$ cat src/common/cca_pkg.sv
// Constants shared by the counter array capture/compare unit
package cca_pkg;

   // ==========================================================
   // Geometry
   localparam int          NUM_MOD   = 5;
   localparam int          ADDR_W    = 12;
   localparam int          DATA_W    = 32;
   localparam int          IDX_W     = 10;

   // ==========================================================
   // Register indices; byte address is four times the index
   localparam logic [IDX_W-1:0] IDX_MODE [0:NUM_MOD-1] =
      '{10'h0DA, 10'h0DB, 10'h0DC, 10'h0DD, 10'h0DE};
   localparam logic [IDX_W-1:0] IDX_CAPL [0:NUM_MOD-1] =
      '{10'h0FB, 10'h0E9, 10'h0EB, 10'h0ED, 10'h0FD};
   localparam logic [IDX_W-1:0] IDX_CAPH [0:NUM_MOD-1] =
      '{10'h0FC, 10'h0EA, 10'h0EC, 10'h0EE, 10'h0FE};
   localparam logic [IDX_W-1:0] IDX_CNT_LOW    = 10'h0F9;
   localparam logic [IDX_W-1:0] IDX_CNT_HIGH   = 10'h0FA;
   localparam logic [IDX_W-1:0] IDX_IRQ_STATUS = 10'h0C0;
   localparam logic [IDX_W-1:0] IDX_IRQ_CLEAR  = 10'h0C1;
   localparam logic [IDX_W-1:0] IDX_IRQ_ENABLE = 10'h0C2;
   localparam logic [IDX_W-1:0] IDX_CTRL       = 10'h0C3;

   // ==========================================================
   // Mode and control register fields
   localparam int BIT_WIDE = 7;
   localparam int BIT_ECOM = 6;
   localparam int BIT_CAPP = 5;
   localparam int BIT_CAPN = 4;
   localparam int BIT_MAT  = 3;
   localparam int BIT_TOG  = 2;
   localparam int BIT_PWM  = 1;
   localparam int BIT_ECCF = 0;
   localparam int BIT_RUN  = 0;

   // ==========================================================
   // Reset values and responses
   localparam logic [7:0]         MODE_RST    = 8'h00;
   localparam logic [7:0]         CAPH_RST    = 8'h00;
   localparam logic [7:0]         CAPL_RST    = 8'h00;
   localparam logic [15:0]        CNT_RST     = 16'h0000;
   localparam logic [NUM_MOD-1:0] IRQ_EN_RST  = 5'h1F;
   localparam logic [1:0]         RESP_OKAY   = 2'h0;
   localparam logic [1:0]         RESP_SLVERR = 2'h2;

endpackage

$ cat src/rtl/cca_module.sv
// One capture/compare module: capture, match, toggle and pulse-width output
`timescale 1ns/1ps
module cca_module
   import cca_pkg::*;
(
   // Clock and reset
   input  wire logic        ref_clk,
   input  wire logic        nrst,
   // Configuration and timebase
   input  wire logic [7:0]  mode,
   input  wire logic [15:0] cnt,
   input  wire logic        cnt_moved,
   input  wire logic        cnt_wrap,
   // Software access
   input  wire logic        wr_low,
   input  wire logic        wr_high,
   input  wire logic [7:0]  wr_byte,
   // Pin and results
   input  wire logic        pin_in,
   output logic [15:0]      cap_value,
   output logic             flag_set,
   output logic             pin_out,
   output logic             pin_oe
);

   // ==========================================================
   // Pin synchroniser and edge detection
   logic pin_meta;
   logic pin_sync;
   logic pin_prev;

   always_ff @(posedge ref_clk or negedge nrst) begin
      if (!nrst) begin
         pin_meta <= 1'b0;
         pin_sync <= 1'b0;
         pin_prev <= 1'b0;
      end else begin
         pin_meta <= pin_in;
         pin_sync <= pin_meta;
         pin_prev <= pin_sync;
      end
   end

   // ==========================================================
   // Event decode
   logic rise;
   logic fall;
   logic capture_evt;
   logic full_eq;
   logic low_eq;
   logic pwm8;
   logic pwm16;
   logic freq;
   logic match_evt;

   assign rise        = pin_sync & ~pin_prev;
   assign fall        = ~pin_sync & pin_prev;
   assign capture_evt = (rise & mode[BIT_CAPP]) | (fall & mode[BIT_CAPN]);
   // Only a stepping counter matches, so a stopped one cannot retoggle
   assign full_eq     = mode[BIT_ECOM] & cnt_moved & (cnt == cap_value);
   assign low_eq      = mode[BIT_ECOM] & cnt_moved & (cnt[7:0] == cap_value[7:0]);
   assign pwm8        = mode[BIT_PWM] & ~mode[BIT_TOG] & ~mode[BIT_WIDE];
   assign pwm16       = mode[BIT_PWM] & ~mode[BIT_TOG] & mode[BIT_WIDE];
   assign freq        = mode[BIT_PWM] & mode[BIT_TOG];
   assign match_evt   = (freq | pwm8) ? low_eq : full_eq;
   assign flag_set    = capture_evt | (match_evt & mode[BIT_MAT]);

   // ==========================================================
   // Capture/compare value
   always_ff @(posedge ref_clk or negedge nrst) begin
      if (!nrst) begin
         cap_value <= {CAPH_RST, CAPL_RST};
      end else if (capture_evt) begin
         cap_value <= cnt;
      end else begin
         if (freq && low_eq) begin
            cap_value[7:0] <= cap_value[7:0] + cap_value[15:8];
         end else if (pwm8 && cnt_wrap) begin
            cap_value[7:0] <= cap_value[15:8];
         end else if (wr_low) begin
            cap_value[7:0] <= wr_byte;
         end
         if (wr_high) begin
            cap_value[15:8] <= wr_byte;
         end
      end
   end

   // ==========================================================
   // Pin drive
   always_ff @(posedge ref_clk or negedge nrst) begin
      if (!nrst) begin
         pin_out <= 1'b0;
         pin_oe  <= 1'b0;
      end else begin
         pin_oe <= mode[BIT_ECOM] & (mode[BIT_TOG] | mode[BIT_PWM]);
         if (mode[BIT_ECOM] && pwm16) begin
            pin_out <= (cnt >= cap_value);
         end else if (mode[BIT_ECOM] && pwm8) begin
            pin_out <= (cnt[7:0] >= cap_value[7:0]);
         end else if (mode[BIT_TOG] && match_evt) begin
            pin_out <= ~pin_out;
         end
      end
   end
endmodule

$ cat src/rtl/cca_top.sv
// Counter array capture/compare unit with AXI4-Lite register access
//
// Summary of operation
// - PWM width bit picks 8 or 16 bits
// - Rising pin edge captures when enabled
// - Falling pin edge captures when enabled
// - Match enable sets flag on equal
// - Toggle pin on match; with PWM, frequency
// - PWM enable drives modulated pin waveform
// - Interrupt when flag, its ECCF mode bit and its enable set
// - Counter low byte readable and writable
// - Capture low register holds value low byte
// - Capture high register holds high, resets zero
`timescale 1ns/1ps
module cca_top
   import cca_pkg::*;
(
   // Clock and reset
   input  wire logic              ref_clk,
   input  wire logic              nrst,
   // AXI4-Lite write address
   input  wire logic [ADDR_W-1:0] s_axi_awaddr,
   input  wire logic              s_axi_awvalid,
   output logic                   s_axi_awready,
   // AXI4-Lite write data
   input  wire logic [DATA_W-1:0] s_axi_wdata,
   input  wire logic [3:0]        s_axi_wstrb,
   input  wire logic              s_axi_wvalid,
   output logic                   s_axi_wready,
   // AXI4-Lite write response
   output logic [1:0]             s_axi_bresp,
   output logic                   s_axi_bvalid,
   input  wire logic              s_axi_bready,
   // AXI4-Lite read address
   input  wire logic [ADDR_W-1:0] s_axi_araddr,
   input  wire logic              s_axi_arvalid,
   output logic                   s_axi_arready,
   // AXI4-Lite read data
   output logic [DATA_W-1:0]      s_axi_rdata,
   output logic [1:0]             s_axi_rresp,
   output logic                   s_axi_rvalid,
   input  wire logic              s_axi_rready,
   // Module pins
   input  wire logic [NUM_MOD-1:0] module_io_pin_in,
   output logic [NUM_MOD-1:0]      module_io_pin_out,
   output logic [NUM_MOD-1:0]      module_io_pin_oe,
   // Interrupt
   output logic                    irq
);

   // ==========================================================
   // Write channel capture
   logic              aw_held;
   logic              w_held;
   logic [ADDR_W-1:0] aw_addr_q;
   logic [7:0]        w_byte_q;
   logic              w_lane0_q;
   logic              do_write;
   logic              wr_hit;
   logic [IDX_W-1:0]  wr_idx;
   logic              wr_mapped;

   assign s_axi_awready = ~aw_held & ~s_axi_bvalid;
   assign s_axi_wready  = ~w_held & ~s_axi_bvalid;
   assign do_write      = aw_held & w_held & ~s_axi_bvalid;
   assign wr_idx        = aw_addr_q[ADDR_W-1:2];
   // Only byte lane 0 carries register data; other lanes are ignored
   assign wr_hit        = do_write & w_lane0_q;

   always_ff @(posedge ref_clk or negedge nrst) begin
      if (!nrst) begin
         aw_held   <= 1'b0;
         aw_addr_q <= '0;
      end else if (s_axi_awvalid && s_axi_awready) begin
         aw_held   <= 1'b1;
         aw_addr_q <= s_axi_awaddr;
      end else if (do_write) begin
         aw_held   <= 1'b0;
      end
   end

   always_ff @(posedge ref_clk or negedge nrst) begin
      if (!nrst) begin
         w_held    <= 1'b0;
         w_byte_q  <= '0;
         w_lane0_q <= 1'b0;
      end else if (s_axi_wvalid && s_axi_wready) begin
         w_held    <= 1'b1;
         w_byte_q  <= s_axi_wdata[7:0];
         w_lane0_q <= s_axi_wstrb[0];
      end else if (do_write) begin
         w_held    <= 1'b0;
      end
   end

   always_ff @(posedge ref_clk or negedge nrst) begin
      if (!nrst) begin
         s_axi_bvalid <= 1'b0;
         s_axi_bresp  <= RESP_OKAY;
      end else if (do_write) begin
         s_axi_bvalid <= 1'b1;
         s_axi_bresp  <= wr_mapped ? RESP_OKAY : RESP_SLVERR;
      end else if (s_axi_bready) begin
         s_axi_bvalid <= 1'b0;
      end
   end

   // ==========================================================
   // Counter/timer
   logic [15:0] cnt;
   logic        run;
   logic        cnt_moved;
   logic        cnt_wrap;
   logic        cnt_wr;

   assign cnt_wr   = wr_hit & ((wr_idx == IDX_CNT_LOW) | (wr_idx == IDX_CNT_HIGH));
   assign cnt_wrap = cnt_moved & (cnt[7:0] == CNT_RST[7:0]);

   always_ff @(posedge ref_clk or negedge nrst) begin
      if (!nrst) begin
         cnt <= CNT_RST;
      end else if (wr_hit && wr_idx == IDX_CNT_LOW) begin
         cnt[7:0] <= w_byte_q;
      end else if (wr_hit && wr_idx == IDX_CNT_HIGH) begin
         cnt[15:8] <= w_byte_q;
      end else if (run) begin
         cnt <= cnt + 16'h0001;
      end
   end

   // Marks a cycle whose count is fresh, so matches fire once per value
   always_ff @(posedge ref_clk or negedge nrst) begin
      if (!nrst) begin
         cnt_moved <= 1'b0;
      end else begin
         cnt_moved <= run & ~cnt_wr;
      end
   end

   always_ff @(posedge ref_clk or negedge nrst) begin
      if (!nrst) begin
         run <= 1'b0;
      end else if (wr_hit && wr_idx == IDX_CTRL) begin
         run <= w_byte_q[BIT_RUN];
      end
   end

   // ==========================================================
   // Modules
   logic [7:0]         mode [0:NUM_MOD-1];
   logic [15:0]        cap  [0:NUM_MOD-1];
   logic [NUM_MOD-1:0] flag_set;
   logic [NUM_MOD-1:0] eccf;

   genvar gi;
   generate
      for (gi = 0; gi < NUM_MOD; gi++) begin : g_mod
         always_ff @(posedge ref_clk or negedge nrst) begin
            if (!nrst) begin
               mode[gi] <= MODE_RST;
            end else if (wr_hit && wr_idx == IDX_MODE[gi]) begin
               mode[gi] <= w_byte_q;
            end
         end

         assign eccf[gi] = mode[gi][BIT_ECCF];

         cca_module u_mod (
            .ref_clk   (ref_clk),
            .nrst      (nrst),
            .mode      (mode[gi]),
            .cnt       (cnt),
            .cnt_moved (cnt_moved),
            .cnt_wrap  (cnt_wrap),
            .wr_low    (wr_hit && wr_idx == IDX_CAPL[gi]),
            .wr_high   (wr_hit && wr_idx == IDX_CAPH[gi]),
            .wr_byte   (w_byte_q),
            .pin_in    (module_io_pin_in[gi]),
            .cap_value (cap[gi]),
            .flag_set  (flag_set[gi]),
            .pin_out   (module_io_pin_out[gi]),
            .pin_oe    (module_io_pin_oe[gi])
         );
      end
   endgenerate

   // ==========================================================
   // Capture/compare flags and interrupt
   logic [NUM_MOD-1:0] capture_compare_flag;
   logic [NUM_MOD-1:0] irq_enable;
   logic [NUM_MOD-1:0] flag_clr;

   assign flag_clr = (wr_hit && wr_idx == IDX_IRQ_CLEAR) ? w_byte_q[NUM_MOD-1:0] : '0;

   // A set arriving with its clear wins, so no event is lost
   always_ff @(posedge ref_clk or negedge nrst) begin
      if (!nrst) begin
         capture_compare_flag <= '0;
      end else begin
         capture_compare_flag <= (capture_compare_flag & ~flag_clr) | flag_set;
      end
   end

   always_ff @(posedge ref_clk or negedge nrst) begin
      if (!nrst) begin
         irq_enable <= IRQ_EN_RST;
      end else if (wr_hit && wr_idx == IDX_IRQ_ENABLE) begin
         irq_enable <= w_byte_q[NUM_MOD-1:0];
      end
   end

   assign irq = |(capture_compare_flag & eccf & irq_enable);

   // ==========================================================
   // Address decode and read path
   logic [IDX_W-1:0] rd_idx;
   logic [7:0]       rd_byte;
   logic             rd_mapped;

   assign rd_idx        = s_axi_araddr[ADDR_W-1:2];
   assign s_axi_arready = ~s_axi_rvalid;

   always_comb begin
      rd_byte   = 8'h00;
      rd_mapped = 1'b1;
      if (rd_idx == IDX_CNT_LOW) begin
         rd_byte = cnt[7:0];
      end else if (rd_idx == IDX_CNT_HIGH) begin
         rd_byte = cnt[15:8];
      end else if (rd_idx == IDX_IRQ_STATUS) begin
         rd_byte = {{(8-NUM_MOD){1'b0}}, capture_compare_flag};
      end else if (rd_idx == IDX_IRQ_CLEAR) begin
         rd_byte = 8'h00;
      end else if (rd_idx == IDX_IRQ_ENABLE) begin
         rd_byte = {{(8-NUM_MOD){1'b0}}, irq_enable};
      end else if (rd_idx == IDX_CTRL) begin
         rd_byte = {7'h00, run};
      end else begin
         rd_mapped = 1'b0;
      end
      for (int i = 0; i < NUM_MOD; i++) begin
         if (rd_idx == IDX_MODE[i]) begin
            rd_byte   = mode[i];
            rd_mapped = 1'b1;
         end
         if (rd_idx == IDX_CAPL[i]) begin
            rd_byte   = cap[i][7:0];
            rd_mapped = 1'b1;
         end
         if (rd_idx == IDX_CAPH[i]) begin
            rd_byte   = cap[i][15:8];
            rd_mapped = 1'b1;
         end
      end
   end

   always_comb begin
      wr_mapped = (wr_idx == IDX_CNT_LOW) | (wr_idx == IDX_CNT_HIGH)
                | (wr_idx == IDX_IRQ_STATUS) | (wr_idx == IDX_IRQ_CLEAR)
                | (wr_idx == IDX_IRQ_ENABLE) | (wr_idx == IDX_CTRL);
      for (int i = 0; i < NUM_MOD; i++) begin
         wr_mapped = wr_mapped | (wr_idx == IDX_MODE[i])
                   | (wr_idx == IDX_CAPL[i]) | (wr_idx == IDX_CAPH[i]);
      end
   end

   always_ff @(posedge ref_clk or negedge nrst) begin
      if (!nrst) begin
         s_axi_rvalid <= 1'b0;
         s_axi_rdata  <= '0;
         s_axi_rresp  <= RESP_OKAY;
      end else if (s_axi_arvalid && s_axi_arready) begin
         s_axi_rvalid <= 1'b1;
         s_axi_rdata  <= {24'h000000, rd_byte};
         s_axi_rresp  <= rd_mapped ? RESP_OKAY : RESP_SLVERR;
      end else if (s_axi_rready) begin
         s_axi_rvalid <= 1'b0;
      end
   end
endmodule

$ cat config.mk
export PLATFORM = sky130hd
export DESIGN_NAME = cca_top
export DESIGN_NICKNAME = d
export VERILOG_FILES = /design/src/common/cca_pkg.sv /design/src/rtl/cca_module.sv /design/src/rtl/cca_top.sv
export SDC_FILE = /design/constraint.sdc
export NUM_CORES = 1
export LEC_CHECK = 0
export BUFFER_PORTS_ARGS = -buffer_cell sky130_fd_sc_hd__clkbuf_2
export CAP_MARGIN = 0
export CORE_MARGIN = 1
export CORE_UTILIZATION = 40
export CTS_BUF_LIST = sky130_fd_sc_hd__clkbuf_8
export DETAILED_ROUTE_END_ITERATION = 16
export SKIP_CTS_REPAIR_TIMING = 1
export SLEW_MARGIN = 20
export SYNTH_ARGS = -nofsm -noshare
export SYNTH_HDL_FRONTEND = slang
export SYNTH_HIERARCHICAL = 1
export SYNTH_SLANG_ARGS = --single-unit
$ cat constraint.sdc
create_clock -name ref_clk -period 3 [get_ports ref_clk]
set_input_delay 0.15 -clock ref_clk [delete_from_list [all_inputs] [get_ports ref_clk]]
set_output_delay 0.15 -clock ref_clk [all_outputs]
set_load 0.05 [all_outputs]
==> results of run 1 <==
-- cell families (layout without fill, tap and decap cells) --
group,Yosys count,in the layout,synth area share
flops,206,206,0.3272
compound gates,493,493,0.2073
fa+ha+maj,122,122,0.09914
other cells,1,26,0.0002377
xor+xnor,35,35,0.01943
buf+inv,208,377,0.06432
simple gates,563,563,0.1841
mux,147,147,0.09835
-- area by class of cell --
type | count | share of cell area
sequential | 206 | 0.2835
clock inverter | 21 | 0.008040
multi-input combinational | 1386 | 0.5335
tap | 518 | 0.03560
timing repair buffer | 204 | 0.08164
inverter | 104 | 0.02144
clock buffer | 48 | 0.03628
-- layout by cell type, fill, tap and decap left out, types with 20 or more instances in the layout --
master         netlist  routed
clkbuf_8             2      48
nand3_1             45      45
mux2i_1             83      83
dlygate4sd3_1        0      29
o21ai_0            123     123
buf_4               30     106
ha_1               117     117
inv_1              104     115
nor2_1             110     109
o211ai_1            26      26
a22oi_1             22      22
conb_1               1      26
a31oi_1             23      23
dfrtp_1            201     201
a21o_1              23      23
xor2_1              21      21
nand2_1            207     207
a211oi_1            20      20
nand4_1             24      24
a21oi_1            108     108
nor3_1              24      24
clkbuf_2             0      65
mux2_2              64      64
-- power by group --
part	internal, mW	switching [mW]	leakage, nW
logic	1.21	1.89	4.87
clock network	1.62	1.30	0.456
registers	3.12	0.687	2.76
total	5.95	3.88	8.08
-- sequential cells by signal, summed over array words and instances (netlist names), 8 cells and up --
name / cells
g_mod.u_mod/cap_value: 80
mode: 35
cnt: 16
aw_addr_q: 10
s_axi_rdata: 8
w_byte_q: 8
-- path summary, 6_finish.rpt --
check / start / endpoint
worst min-delay path: nrst / mode[10]
worst max register to register: cnt[4] / g_mod[1].u_mod/cap_value[5]
worst max-delay path: cnt[4] / g_mod[1].u_mod/cap_value[5]
max in group asynchronous: nrst / g_mod[3].u_mod/cap_value[3]
min in group ref_clk: s_axi_araddr[9] / s_axi_rresp[1]
worst min register to register: g_mod[2].u_mod/pin_meta / g_mod[2].u_mod/pin_sync
-- worst max-delay path: cells and delay by family, from the launching register on --
family                 cells  cell delay [ns]
flip-flops                 1             0.37
AND/OR/NAND/NOR            5             1.30
AO/OA/AOI/OAI              2             0.51
buffers and inverters      2             0.51
-- through the flow --
step	setup slack [ns]	area, µm²	util	hold WS [ns]
after floorplan	0.3826	15870	-	-0.1456
after global placement	0.2107	17090	0.4412	0.1320
after detailed placement	0.1944	17090	0.4412	0.1341
after CTS	0.1785	17900	0.4621	-0.4990
after global routing	0.05827	18210	0.4700	0.1288
final	0.1990	18210	0.4700	0.1101
-- routing by layer --
metal	vias to the layer above	routed length (µm)	GRT usage
met5	-	0	0
met4	0	2273	0.1110
met3	129	4900	0.05211
met2	705	27220	0.4603
met1	7460	26180	0.4100
li1	6843	-	-
==> metrics.txt, run 1 <==
Ant. Diodes=0; Primary FF master, synth=dfrtp_1; Power Dens Cells=539.6 mW/mm²; GP Congestion=roughly 1.0; Die ar.=0.04024 mm²; chip height=200.6 µm; Least-Margin Pin Slew=1.102 ns; most frequent cell after synthesis=nand2_1; Slew headroom=0.2654; Worst setup EP type=flop; Power Total=9.825 mW; clk_lat worst skew=0.60 ns; Multi-input gate area=0.009714 mm²; Hold WC Path Type=in -> async; final setup violation count=0; Async S/R FF share, synth=1.000; starting density of the core=0.4072; first-pass GRT wire length=90.09 mm; dominant cells by area after synthesis=dfrtp_1, ha_1, mux2i_1; Layout area overhead=15.42%; Startpoint Class=flop; largest net degree at the start of global routing=64; maximum clock rate=357.0 MHz; drt drc=0; cell taking the most area after synthesis=dfrtp_1; Post-Syn Area=between 0.015 and 0.02 mm²; layout cells sized above 1=0.1849; grt ovf=0; via count=15137; Core ar.=0.03874 mm²; Clk pin slew, worst setup/hold paths=0.06 ns; clk buf depth=3; pins over their slew limit=0; Avg Vias per Cell=6.086; Placed Cells=between 2000 and 2500; Slowest-stage cell, CP=or4_1; total iterations of the first detailed-routing run=6; Hold Violations, Final=0; wire per inst=24.36 µm; sequential element share of the synthesized area=0.3272; critical path class=reg -> reg; Ys Warns=6; remaining antenna violation count after routing=0; HPWL after DPL=44.34 mm; standard-cell rows=72; Peak VDD IR=0.5154 mV; max incr delay on CP=between 0.5 and 0.6 ns; max_cap viols=0; H-Tree Level Count=2; Synth top area share=0.3188; CTS Root Cell=clkbuf_8; final net count=approximately 2100; fill count=between 3000 and 4000; post-synthesis register bit count=a little over 200; Post-Route Skew=0.02962 ns; Post-synth EDFFs=0; Die X=around 200 µm; initial antenna violation count=1; Worst EP required=between 3 and 4 ns; Num Clock Sinks=206; leakage power=8.081 nW; Tmin final=2.801 ns; worst-path fanout max=11; vias in the first global route=14209; post-synthesis instance total=1775; post-synth cell types=87; commonest cells in the netlist=nand2_1, dfrtp_1, o21ai_0; mean post-synth cell area=8.887 µm²; # IOs=124; Arr. time, crit path=3.26 ns; Detailed Route WL=60.57 mm; I/O Buffers=66; FF-to-FF setup slack=0.20 ns; CTS tree=yes; initial drt markers=1436; R2R cell count=9; Num CTS Buffers=38; crit-path cells=or4_1, nor4_1, buf_4, nor4bb_2, buf_4, nor4_1, and2_1, a2111oi_0, a311oi_1; final worst-path cycle share=0.9337; Post-Layout Cell Count=2487; sequential cell area=approximately 0.0052 mm²; status=finished clean; GR Util All Layers=0.2961; setup TNS=0 ns; RSZ-0062 raised after global routing=false
Note: power is estimated with default switching activity, not from simulation.
==> run 2: changes to the inputs <==
==> constraint.sdc (replaced) <==
create_clock -name ref_clk -period 3 [get_ports ref_clk]
set_input_delay 0.15 -clock ref_clk [delete_from_list [all_inputs] [get_ports ref_clk]]
set_output_delay 0.15 -clock ref_clk [all_outputs]
set_load 0.1 [all_outputs]
==> metrics.txt, run 2 (same netlist as run 1, synthesis figures left out) <==
Arr. time, crit path=~3.3 ns; placed inst area=0.01714 mm²; Layout area overhead=15.84%; Design Area, Final=0.01827 mm²; Power Dens Cells=about 560 mW/mm²; wire per inst=24.19 µm; Hold WC Path Type=in -> reg; layout cells sized above 1=0.1890; critical path class=reg -> reg; Clk pin slew, worst setup/hold paths=0.06 ns; total iterations of the first detailed-routing run=8; leakage power=8.117 nW; drt drc=0; # IOs=124; final worst-path cycle share=0.9509; remaining antenna violation count after routing=0; maximum clock rate=roughly 350 MHz; clk buf depth=3; fill count=3751; pins over their slew limit=0; CTS Root Cell=clkbuf_8; grt ovf=0; vias in the first global route=14776; standard-cell rows=approximately 70; hold slack=roughly 0.11 ns; commonest non-fill, non-tap cells in the layout=nand2_1, dfrtp_1, o21ai_0, ha_1; Num Clock Sinks=206; Num CTS Buffers=between 40 and 50; status=finished clean; initial antenna violation count=1; Least-Margin Pin Slew=between 0.9 and 1 ns; initial drt markers=~1400; Detailed Route WL=60.30 mm; Worst EP required=3.46 ns; Regs by FF count=g_mod.u_mod/cap_value: 80 flops, mode: 35 flops, cnt: 16 flops; fin util=0.4717; Startpoint Class=flop; Die X=200.6 µm; RSZ-0062 raised after global routing=false; FF-to-FF setup slack=0.15 ns; GR Util All Layers=0.3005; Post-Layout Cell Count=~2500; Die ar.=0.04024 mm²; number of flip-flops in the largest register=80; first-pass GRT wire length=91.15 mm; Setup WS pre-CTS=approximately 0.19 ns; clk_lat worst skew=just over 0.6 ns; worst-path fanout max=11; Hold Violations, Final=0; Placed Cells=2394; setup TNS=0 ns; Slew headroom=0.3653; GP Congestion=1.038; via count=15083; starting density of the core=0.4072; chip height=about 200 µm; H-Tree Level Count=2; Worst setup EP type=flop; final setup violation count=0; Power Total=~10 mW; Post-Route Skew=approximately 0.026 ns; Core ar.=0.03874 mm²; worst setup margin=0.1472 ns; commonest non-fill, non-tap cell in the layout=nand2_1; max_cap viols=0; Most flops, register=g_mod.u_mod/cap_value; Peak VDD IR=0.8122 mV; final net count=2142; Tmin final=2.853 ns; HPWL after DPL=44.44 mm; I/O Buffers=66; largest net degree at the start of global routing=88; Avg Vias per Cell=6.050; CTS tree=yes
==> run 2: path summary, 6_finish.rpt <==
path	cells after the start	end	from
setup / recovery	9	g_mod[1].u_mod/cap_value[5]	cnt[4]
hold / removal	5	s_axi_rdata[6]	s_axi_arvalid
setup reg to reg	9	g_mod[1].u_mod/cap_value[5]	cnt[4]
hold reg to reg	0	g_mod[3].u_mod/pin_sync	g_mod[3].u_mod/pin_meta
max in group asynchronous	3	irq_enable[0]	nrst
min in group asynchronous	2	g_mod[3].u_mod/pin_oe	nrst
==> run 2: layer usage <==
layer  global-route usage  share of wire
met4               0.1464          0.051
met3              0.06282          0.084
met2               0.4680           0.45
met1               0.3963           0.42
met5                    0              0
==> run 2: layout make-up <==
cell class | count | area (µm²) | share of cell area
Timing Repair Buffer | 209 | 1511 | 0.08271
Clock inverter | 21 | 182.7 | 0.009997
Tap cell | 518 | 648.1 | 0.03547
Multi-Input combinational cell | 1386 | 9717 | 0.5317
Inverter | 104 | 390.4 | 0.02136
Sequential cell | 206 | 5161 | 0.2824
Antenna cell | 1 | 2.502 | 0.0001369
Clock buffer | 48 | 660.6 | 0.03615
==> run 2: power breakdown <==
part           switching, mW  total (mW)  internal, mW
registers              0.556        3.68          3.12
clock network           1.35        3.07          1.72
logic                   2.24        3.45          1.21
total                   4.15        10.2          6.05
==> run 2: critical path, cell delays in order, from the launching register on <==
cell and delay [ns]:
dfrtp_1 0.37, or4_1 0.52, nor4_1 0.20, buf_4 0.27, nor4bb_2 0.30, buf_4 0.25, nor4_1 0.09, and2_1 0.20
a2111oi_0 0.43, a311oi_1 0.09
==> run 3: changes to the inputs <==
--- a/config.mk
+++ b/config.mk
@@ -8,9 +8,11 @@
 export BUFFER_PORTS_ARGS = -buffer_cell sky130_fd_sc_hd__clkbuf_2
 export CAP_MARGIN = 0
 export CORE_MARGIN = 1
-export CORE_UTILIZATION = 40
+export CORE_UTILIZATION = 50
 export CTS_BUF_LIST = sky130_fd_sc_hd__clkbuf_8
 export DETAILED_ROUTE_END_ITERATION = 16
+export PLACE_DENSITY = 0.68
+export SETUP_SLACK_MARGIN = 0.2
 export SKIP_CTS_REPAIR_TIMING = 1
 export SLEW_MARGIN = 20
 export SYNTH_ARGS = -nofsm -noshare
==> metrics.txt, run 3 (same netlist as run 1, synthesis figures left out) <==
worst-path fanout max=10; Power Dens Cells=556.9 mW/mm²; failing checks=design-rule violations; I/O Buffers=66; Post-Route Skew=between 0.03 and 0.04 ns; RSZ-0062 raised after global routing=true; grt ovf=0; total iterations of the first detailed-routing run=13; clk buf depth=3; remaining antenna violation count after routing=0; Avg Vias per Cell=roughly 6.5; Die ar.=approximately 0.032 mm²; Worst Hold End=s_axi_rresp[1]; Num Clock Sinks=about 200; CTS tree=yes; Detailed Route WL=58.26 mm; Layout area overhead=14.78%; Arr. time, crit path=3.14 ns; # IOs=124; commonest non-fill, non-tap cell in the layout=nand2_1; Reg-to-Reg End=g_mod[1].u_mod/cap_value[4]; Flop pwr share=0.376; HP Start=s_axi_araddr[9]; Num CTS Buffers=39; clk_lat worst skew=about 0.58 ns; largest net degree at the start of global routing=100; hold path depth=4; standard-cell rows=64; Die X=179.6 µm; worst r2r src=cnt[4]; pins over their slew limit=0; CTS Root Cell=clkbuf_8; combinational share of power=0.329; initial drt markers=slightly below 2000; Most flops, register=g_mod.u_mod/cap_value; commonest non-fill, non-tap cells in the layout=nand2_1, dfrtp_1, o21ai_0, ha_1, inv_1; first-pass GRT wire length=between 80 and 90 mm; GR Util All Layers=0.3542; Clk network pwr share=0.295; Regs by FF count=g_mod.u_mod/cap_value: 80 flops, mode: 35 flops, cnt: 16 flops; Clk pin slew, worst setup/hold paths=0.06 ns; Hold Violations, Final=0; Ant. Diodes=0; Slew headroom=0.3117; final worst-path cycle share=0.9010; Peak VDD IR=0.7418 mV; number of flip-flops in the largest register=80; HPWL after DPL=42.32 mm; drt drc=5; chip height=179.6 µm; critical path class=reg -> reg; FF-to-FF setup slack=0.30 ns; R2R cell count=10; GP Congestion=1.031; max_cap viols=0; wire per inst=24.64 µm; starting density of the core=0.5117; initial antenna violation count=0; setup TNS=0 ns; Worst EP required=3.44 ns; final setup violation count=0; H-Tree Level Count=2; Sw Pwr=4.106 mW; status=complete, but fails checks; Least-Margin Pin Slew=1.032 ns; hold slack=0.1268 ns; Startpoint Class=flop; Core ar.=0.03083 mm²; leakage power=8.090 nW; Worst setup EP type=flop; final net count=2133; maximum clock rate=370.0 MHz; layout cells sized above 1=0.1880; Internal Power=around 6 mW; fill count=2763; Tmin final=2.703 ns; Hold WC Path Type=in -> reg; switching share of power=0.4072; vias in the first global route=14355; via count=between 15000 and 20000
-- run 3: changes by cell type in the layout (fill, tap and decap cells not counted), moves of 2 or more --
cell / before / now
a2111oi_2: 0 / 2
a2111oi_0: 11 / 8
buf_4: 112 / 102
nor4bb_2: 3 / 1
inv_6: 2 / 0
nor4bb_4: 0 / 2
-- run 3: worst max-delay path by stage --
stage / start / endpoint / depth (start not counted)
floorplan: s_axi_bvalid / aw_addr_q[10] / 4
global placement: cnt[4] / g_mod[4].u_mod/cap_value[5] / 8
detailed placement: cnt[4] / g_mod[4].u_mod/cap_value[3] / 9
CTS: cnt[4] / g_mod[4].u_mod/cap_value[3] / 9
global route: cnt[4] / g_mod[1].u_mod/cap_value[3] / 9
finish: cnt[4] / g_mod[1].u_mod/cap_value[4] / 10
-- run 3: routing by layer --
metal  global-route usage  part of all wire  vias up
li1                     -                 -     6852
met3              0.06503             0.088      209
met2               0.5378              0.43      811
met4               0.1966             0.059        0
met1               0.4777              0.42     7491
met5                    0                 0        -
-- run 3: power by group through the flow --
stage	registers [mW]	logic, mW	clock network [mW]
floorplan	3.71	2.05	0
global placement	3.80	3.12	0
detailed placement	3.81	3.20	0
CTS	3.76	3.20	3.01
global route	3.82	3.55	3.14
finish	3.79	3.31	2.97
-- run 3: metrics by stage --
stage / util / cells / area [µm²] / total power [mW] / setup WS [ns]
2_1_floorplan: - / 1800 / 15870 / 5.761 / 0.2028
3_3_place_gp: 0.5479 / 2258 / 16890 / 6.923 / 0.3372
3_5_place_dp: 0.5479 / 2258 / 16890 / 7.005 / 0.2788
4_1_cts: 0.5747 / 2328 / 17720 / 9.972 / 0.2302
5_1_grt: 0.5873 / 2364 / 18110 / 10.51 / 0.1788
6_report: 0.5873 / 2364 / 18110 / 10.08 / 0.2970
-- run 3: critical path: stages (launching register included) --
cell and delay (ns):
dfrtp_1 0.37, or4_1 0.52, nor4_1 0.22, buf_4 0.27, nor4bb_2 0.38, buf_4 0.26, buf_4 0.13, mux2i_1 0.16
a21oi_1 0.07, o21ai_0 0.09, a31oi_1 0.10
-- run 3: cell type report --
class	instances	area, µm²	area share
clock inverters	21	151.4	0.008362
clock buffers	49	674.4	0.03725
repair buffers	202	1473	0.08134
inverters	104	390.4	0.02156
well taps	396	495.5	0.02737
flip-flops and latches	206	5161	0.2851
multi-input cells	1386	9761	0.5391
